### src/rtl/dtg_pkg.sv
// Package for the dual-tone generator register block.
// Assumes a byte-wide register port in the controller's data space.
package dtg_pkg;
  localparam logic [15:0] DTG_BASE = 16'hFF50;
  localparam logic [15:0] DTG_T1F1 = 16'hFF50;
  localparam logic [15:0] DTG_T1F2 = 16'hFF51;
  localparam logic [15:0] DTG_T1F3 = 16'hFF52;
  localparam logic [15:0] DTG_T1AMP = 16'hFF53;
  localparam logic [15:0] DTG_HOLE = 16'hFF54;
  localparam logic [15:0] DTG_T2F1 = 16'hFF55;
  localparam logic [15:0] DTG_T2F2 = 16'hFF56;
  localparam logic [15:0] DTG_T2F3 = 16'hFF57;
  localparam logic [15:0] DTG_T2AMP = 16'hFF58;
  localparam logic [15:0] DTG_COMMIT = 16'hFF59;
  localparam int DTG_NLOC = 10;
  localparam logic [7:0] DTG_CODE_MAX = 8'h7F;
  localparam logic [7:0] DTG_ZERO = 8'h00;
  localparam logic [3:0] DTG_IDX_T1AMP = 4'h3;
  localparam logic [3:0] DTG_IDX_T2AMP = 4'h8;
  localparam logic [3:0] DTG_IDX_COMMIT = 4'h9;

  typedef struct packed {
    logic [23:0] t1_freq;
    logic [7:0] t1_amp;
    logic [23:0] t2_freq;
    logic [7:0] t2_amp;
    logic [7:0] rx_atten;
  } dtg_coef_t;
endpackage

### src/rtl/dtg_stage_mem.sv
// Staging byte store for the generator locations.
// Assumes one write port and a registered read port on the same clock.
`timescale 1ns/1ns
module dtg_stage_mem #(
  parameter int DEPTH = 10
) (
  input wire logic clock,
  input wire logic we,
  input wire logic [3:0] waddr,
  input wire logic [7:0] wdata,
  input wire logic re,
  input wire logic [3:0] raddr,
  output logic [7:0] rdata_q,
  output logic [DEPTH*8-1:0] all_q
);
  // Plain RAM: no reset, contents undefined until software writes them
  logic [7:0] mem_q [DEPTH];
  logic [7:0] rdata_d;

  always_comb begin
    rdata_d = rdata_q;
    if (re) begin
      rdata_d = (int'(raddr) < DEPTH) ? mem_q[raddr] : 8'h00;
    end
  end

  always_ff @(posedge clock) begin
    rdata_q <= rdata_d;
    if (we && int'(waddr) < DEPTH) begin
      mem_q[waddr] <= wdata;
    end
  end

  genvar gi;
  generate
    for (gi = 0; gi < DEPTH; gi++) begin : g_flat
      assign all_q[gi*8 +: 8] = mem_q[gi];
    end
  endgenerate
endmodule // dtg_stage_mem

### src/rtl/dtg_regs.sv
// Dual-tone generator register block: staged bytes, commit, tone mix.
// Assumes a sine source elsewhere supplies the raw tone samples and the
// codec low-pass stage follows the receive tone output.
//
// The plain strobed port was left to the implementer.
`timescale 1ns/1ns
module dtg_regs
  import dtg_pkg::*;
#(
  parameter int SAMPLE_W = 16
) (
  input wire logic clock,
  input wire logic sys_rst,
  input wire logic [15:0] reg_addr,
  input wire logic [7:0] reg_wdata,
  input wire logic reg_wr,
  input wire logic reg_rd,
  output logic [7:0] reg_rdata,
  input wire logic signed [SAMPLE_W-1:0] tone1_raw,
  input wire logic signed [SAMPLE_W-1:0] tone2_raw,
  output logic [23:0] tone1_freq,
  output logic [23:0] tone2_freq,
  output logic commit_pulse,
  output logic signed [SAMPLE_W-1:0] rx_tone_q
);
  ////////////////////////////////////////////////////////////////////////
  // Address decode
  logic hit;
  logic [3:0] idx;
  logic [15:0] offs;
  logic rd_hit_q;
  logic rd_hit_d;
  logic [7:0] mem_rdata;
  logic [DTG_NLOC*8-1:0] staged;

  assign offs = reg_addr - DTG_BASE;
  // FF54 belongs to the transmit path, not this block
  assign hit = (reg_addr >= DTG_T1F1) && (reg_addr <= DTG_COMMIT) && (reg_addr != DTG_HOLE);
  assign idx = offs[3:0];

  dtg_stage_mem #(.DEPTH(DTG_NLOC)) u_stage (
    .clock(clock),
    .we(reg_wr && hit),
    .waddr(idx),
    .wdata(reg_wdata),
    .re(reg_rd && hit),
    .raddr(idx),
    .rdata_q(mem_rdata),
    .all_q(staged)
  );

  // Unmapped reads return zero
  assign rd_hit_d = reg_rd ? hit : rd_hit_q;
  always_ff @(posedge clock or posedge sys_rst) begin
    if (sys_rst) begin
      rd_hit_q <= 1'b0;
    end else begin
      rd_hit_q <= rd_hit_d;
    end
  end
  assign reg_rdata = rd_hit_q ? mem_rdata : DTG_ZERO;

  ////////////////////////////////////////////////////////////////////////
  // Commit: the write to FF59 carries its own new byte into the active set
  dtg_coef_t act_q;
  dtg_coef_t act_d;
  logic commit;
  logic commit_q;
  logic [7:0] wb [DTG_NLOC];

  assign commit = reg_wr && (reg_addr == DTG_COMMIT);

  genvar gi;
  generate
    for (gi = 0; gi < DTG_NLOC; gi++) begin : g_byte
      assign wb[gi] = (commit && idx == 4'(gi)) ? reg_wdata : staged[gi*8 +: 8];
    end
  endgenerate

  always_comb begin
    act_d = act_q;
    if (commit) begin
      act_d.t1_freq = {wb[0], wb[1], wb[2]};
      act_d.t1_amp = wb[DTG_IDX_T1AMP];
      act_d.t2_freq = {wb[5], wb[6], wb[7]};
      act_d.t2_amp = wb[DTG_IDX_T2AMP];
      act_d.rx_atten = wb[DTG_IDX_COMMIT];
    end
  end

  // Active set is RAM-like with no defined reset value
  always_ff @(posedge clock) begin
    act_q <= act_d;
  end

  always_ff @(posedge clock or posedge sys_rst) begin
    if (sys_rst) begin
      commit_q <= 1'b0;
    end else begin
      commit_q <= commit;
    end
  end

  // The active set is unknown until software has committed at least once
  logic act_valid_q;
  logic act_valid_d;

  always_comb begin
    act_valid_d = act_valid_q;
    if (commit) begin
      act_valid_d = 1'b1;
    end
  end

  always_ff @(posedge clock or posedge sys_rst) begin
    if (sys_rst) begin
      act_valid_q <= 1'b0;
    end else begin
      act_valid_q <= act_valid_d;
    end
  end

  assign tone1_freq = act_q.t1_freq;
  assign tone2_freq = act_q.t2_freq;
  assign commit_pulse = commit_q;

  ////////////////////////////////////////////////////////////////////////
  // Mix. Gain is linear code/128: 00 silent, 40 half, 7F near unity.
  // Bit 7 of a code is ignored; only 00..7F are valid.
  function automatic logic signed [SAMPLE_W+8:0] dtg_scale(
    input logic signed [SAMPLE_W+1:0] s,
    input logic [7:0] code
  );
    logic signed [SAMPLE_W+9:0] p;
    p = s * $signed({2'b00, code[6:0]});
    return p[SAMPLE_W+9:1];
  endfunction

  logic signed [SAMPLE_W+8:0] t1_s;
  logic signed [SAMPLE_W+8:0] t2_s;
  logic signed [SAMPLE_W+1:0] sum;
  logic signed [SAMPLE_W+8:0] rx_s;
  logic signed [SAMPLE_W-1:0] rx_d;
  localparam logic signed [SAMPLE_W+8:0] SAT_HI = (SAMPLE_W+9)'(2**(SAMPLE_W-1)-1);
  localparam logic signed [SAMPLE_W+8:0] SAT_LO = -SAT_HI - (SAMPLE_W+9)'(1);

  always_comb begin
    t1_s = dtg_scale({{2{tone1_raw[SAMPLE_W-1]}}, tone1_raw}, act_q.t1_amp) >>> 6;
    t2_s = dtg_scale({{2{tone2_raw[SAMPLE_W-1]}}, tone2_raw}, act_q.t2_amp) >>> 6;
    // Sum keeps two guard bits; overflow beyond them is software's concern
    sum = t1_s[SAMPLE_W+1:0] + t2_s[SAMPLE_W+1:0];
    rx_s = dtg_scale(sum, act_q.rx_atten) >>> 6;
    // Clip instead of wrapping when the programmed levels are too high
    if (rx_s > SAT_HI) begin
      rx_d = SAT_HI[SAMPLE_W-1:0];
    end else if (rx_s < SAT_LO) begin
      rx_d = SAT_LO[SAMPLE_W-1:0];
    end else begin
      rx_d = rx_s[SAMPLE_W-1:0];
    end
  end

  // Output feeds the codec low-pass stage downstream
  always_ff @(posedge clock or posedge sys_rst) begin
    if (sys_rst) begin
      rx_tone_q <= '0;
    end else begin
      rx_tone_q <= rx_d;
    end
  end
endmodule // dtg_regs

### config.mk
export PLATFORM = sky130hd
export DESIGN_NAME = dtg_regs
export DESIGN_NICKNAME = d
export VERILOG_FILES = /design/src/rtl/dtg_pkg.sv /design/src/rtl/dtg_stage_mem.sv /design/src/rtl/dtg_regs.sv
export SDC_FILE = /design/constraint.sdc
export NUM_CORES = 1
export LEC_CHECK = 0
export BUFFER_PORTS_ARGS = -buffer_cell sky130_fd_sc_hd__buf_2
export CORE_MARGIN = 3
export CORE_UTILIZATION = 40
export CTS_CLUSTER_DIAMETER = 50
export DETAILED_ROUTE_END_ITERATION = 8
export GPL_TIMING_DRIVEN = 0
export MAX_ROUTING_LAYER = met4
export PLACE_DENSITY_LB_ADDON = 0.1
export SLEW_MARGIN = 0
export SYNTH_ARGS = -nofsm -noshare
export SYNTH_HDL_FRONTEND = slang
export SYNTH_SLANG_ARGS = --single-unit
### constraint.sdc
create_clock -name clock -period 13.3 [get_ports clock]
set_input_delay 0.665 -clock clock [delete_from_list [all_inputs] [get_ports clock]]
set_output_delay 0.665 -clock clock [all_outputs]
set_load 0.1 [all_outputs]
==> impl_metrics.json <==
{
  "fin_crit_ns": 12.40,
  "totalWireLength_um": 44800,
  "worstPathArrival_ns": 12.73,
  "grt_pass1_vias": 14100,
  "ys_seq_area_share_pct": 26.5,
  "track_usage_pct": 19.3,
  "max_slew_margin_pct": 12.5,
  "hold_class": "in2async",
  "gp_congestion": 0.815,
  "slew_viol_final": 0,
  "syn_avg_cell_area_um2": 10.6,
  "dieArea_um2": 51500,
  "synth-adder-area-share_pct": 37.3,
  "gr-total-overflow": 0,
  "final.setup.tns_ns": 0,
  "synthFlopType": "edfxtp_1",
  "drt-initial-drc-count": 509,
  "drive_gt1_share_pct": 12.7,
  "via_per_inst": 4.92,
  "area_delta_synth_final_pct": 10.9,
  "critical-path-slowest-cell": "a31oi_1",
  "synth_edf_count": 157,
  "clk_latency_ns": 0.45,
  "cp-end-kind": "flop",
  "clockBufferDepth": 2,
  "status": "finished clean",
  "cts_root_buf": "clkbuf_16",
  "synthMuxAreaShare_pct": 2.88,
  "fmaxAchievable_mhz": 80.6,
  "ant_nets": 0,
  "yosysMostFrequentCell": "inv_1",
  "ctsResizeCount": 0,
  "yosys_warnings": 0,
  "wl_met2_um": 21200,
  "placementRows": 80,
  "fin_crit_sh_pct": 93.2,
  "yosys.area.top_type": "fa_1",
  "setup_viol": 0,
  "antenna_found_initial": 2,
  "tritoncts": "built",
  "dr_wl_met3_um": 1770,
  "startpoint_type": "flop",
  "synth_top_family_by_area": "adder cells",
  "start_util_pct": 40.7,
  "cpPeakStageDelay_ns": 0.59,
  "path_clk_slew_ns": 0.08,
  "place.detailed.hpwl_um": 36700,
  "crit_type": "reg2reg",
  "synth_xor_area_share_pct": 3.22,
  "synth.area.top_cells": "fa_1 27%, edfxtp_1 24%, ha_1 11%",
  "grt_start_max_net_pins": 46,
  "synth_area_um2": 19500,
  "nNetsFinal": 2480,
  "tightest_slew_ns": 1.30,
  "ys_ff_latch": 175,
  "cpMostUsedCell": "fa_1",
  "wl_met1_um": 21200,
  "cts.sinks": 175,
  "synth_compound_area_share_pct": 5.89,
  "core_um2": 47900,
  "netlist_top_cells_count": "345 x inv_1, 261 x and2_1, 261 x fa_1",
  "numCtsBuffers": 17,
  "required_ns": 13.63,
  "vias": 12900,
  "critical_path_peak_fanout": 10,
  "portBuffers": 132,
  "firstDrtPassIters": 6,
  "die_h_um": 227,
  "postCtsHoldBufs": 0,
  "io_pins": 133,
  "routed.top_layer": "met4",
  "grt_pass1_wl_um": 74600,
  "synthDistinctLibCells": 72,
  "synthSimpleGateAreaFrac_pct": 15.0,
  "async_reset_ff_share_pct": 10.3,
  "drv_cap": 0,
  "synth_top_area_share_pct": 26.8,
  "wl_per_cell_um": 17.1,
  "cts_setup_buffers": 0,
  "fin_skew_ns": 0.0186,
  "rsz0062_at_grt": "false",
  "final-hold-violation-count": 0,
  "drcViolationCount": 0,
  "htree_levels": 4,
  "synthCells": 1835,
  "die_w_um": 227
}
## layer usage
metal | global-route usage, % | vias up
li1 | - | 6143
met1 | 26.7 | 6506
met2 | 30.8 | 243
met3 | 2.28 | 33
met4 | 3.83 | 0
met5 | - | -
## metrics by stage
| step | setup slack (ns) | instances | area (um^2) | utilization [%] | hold slack [ns] |
|---|---|---|---|---|---|
| 2_1_floorplan | 2.78 | 1842 | 19500 | - | 0.421 |
| 3_3_place_gp | 0.891 | 2589 | 21000 | 43.8 | 0.424 |
| 3_5_place_dp | 0.751 | 2591 | 21000 | 43.8 | 0.434 |
| 4_1_cts | 0.701 | 2623 | 21600 | 45.1 | 0.366 |
| 5_1_grt | 0.0565 | 2625 | 21600 | 45.1 | 0.411 |
| 6_report | 0.900 | 2625 | 21600 | 45.1 | 0.344 |
## sequential cells by signal, indices dropped and copies added (netlist names)
| signal | flops |
|---|---|
| u_stage.rdata_q | 8 |
| act_q | 21 |
| tone1_freq | 24 |
| tone2_freq | 24 |
| rx_tone_q | 16 |
| u_stage.mem_q | 80 |
| commit_pulse | 1 |
| rd_hit_q | 1 |
## worst paths after layout
kind                            slack, ns           startpoint  depth (start not counted)            end
worst max-delay path                 0.90            act_q[42]                         42  rx_tone_q[11]
max in group asynchronous           12.46              sys_rst                          2  rx_tone_q[13]
worst max register to register       0.90            act_q[42]                         42  rx_tone_q[11]
worst min-delay path                 0.34              sys_rst                          2   rx_tone_q[1]
worst min register to register       0.45  u_stage.mem_q[7][1]                          0  tone2_freq[1]
min in group clock                   0.45  u_stage.mem_q[7][1]                          0  tone2_freq[1]
## cells by family (layout without fill, tap and decap cells)
group	count (synthesis)	in the layout
compound gates	164	164
simple gates	533	533
mux	36	36
flops	175	175
xor+xnor	71	71
other cells	1	10
fa+ha+maj	425	425
buf+inv	430	596
## layout by cell type, fill, tap and decap left out, types with 3 or more instances in the layout
cell       synthesis  layout
buf_4             48      49
nand2_1          137     137
a21oi_1           43      43
clkbuf_1          28      27
inv_1            345     345
nor2b_1           13      13
nand3_1           15      15
a211o_1            4       4
conb_1             1       8
o21bai_1           4       4
inv_8              0       4
nor3_1            12      12
nand4b_1           5       5
edfxtp_1         157     157
dfrtp_1           18      18
xor2_1            17      17
fa_1             261     261
buf_2              4     136
nand4_1           10      10
or3_1              5       5
ha_1             164     164
o22ai_1            9       9
xnor2_1           53      53
nor2_1            38      38
clkbuf_16          0      17
buf_1              3       3
o211ai_1           5       5
o21a_1            10      10
nand2b_1          17      17
mux4_2            16      16
and2_1           261     261
a21o_1            29      29
nand3b_1           4       4
and3_1             6       6
o21ai_0           23      23
mux2i_1           18      18
inv_6              0       3
clkinv_8           0       3
## cell type report
class | count | area, um^2
fill | 4614 | 26300
multi-input combinational | 1237 | 12600
sequential | 175 | 5160
inverter | 346 | 1300
tap | 615 | 769
timing repair buffer | 134 | 696
buffer | 84 | 509
clock buffer | 17 | 425
clock inverter | 15 | 186
antenna | 2 | 5.00
## critical path: cells and delay by family, from the launching register on
family / cells / cell delay (ns)
compound gates: 19 / 4.47
fa+ha+maj: 11 / 5.05
simple gates: 4 / 0.56
xor+xnor: 2 / 0.61
flops: 1 / 0.58
buf+inv: 6 / 0.99
Power is not shown: default switching activity piles up to over one toggle a cycle in this logic, so the estimate is an artifact.
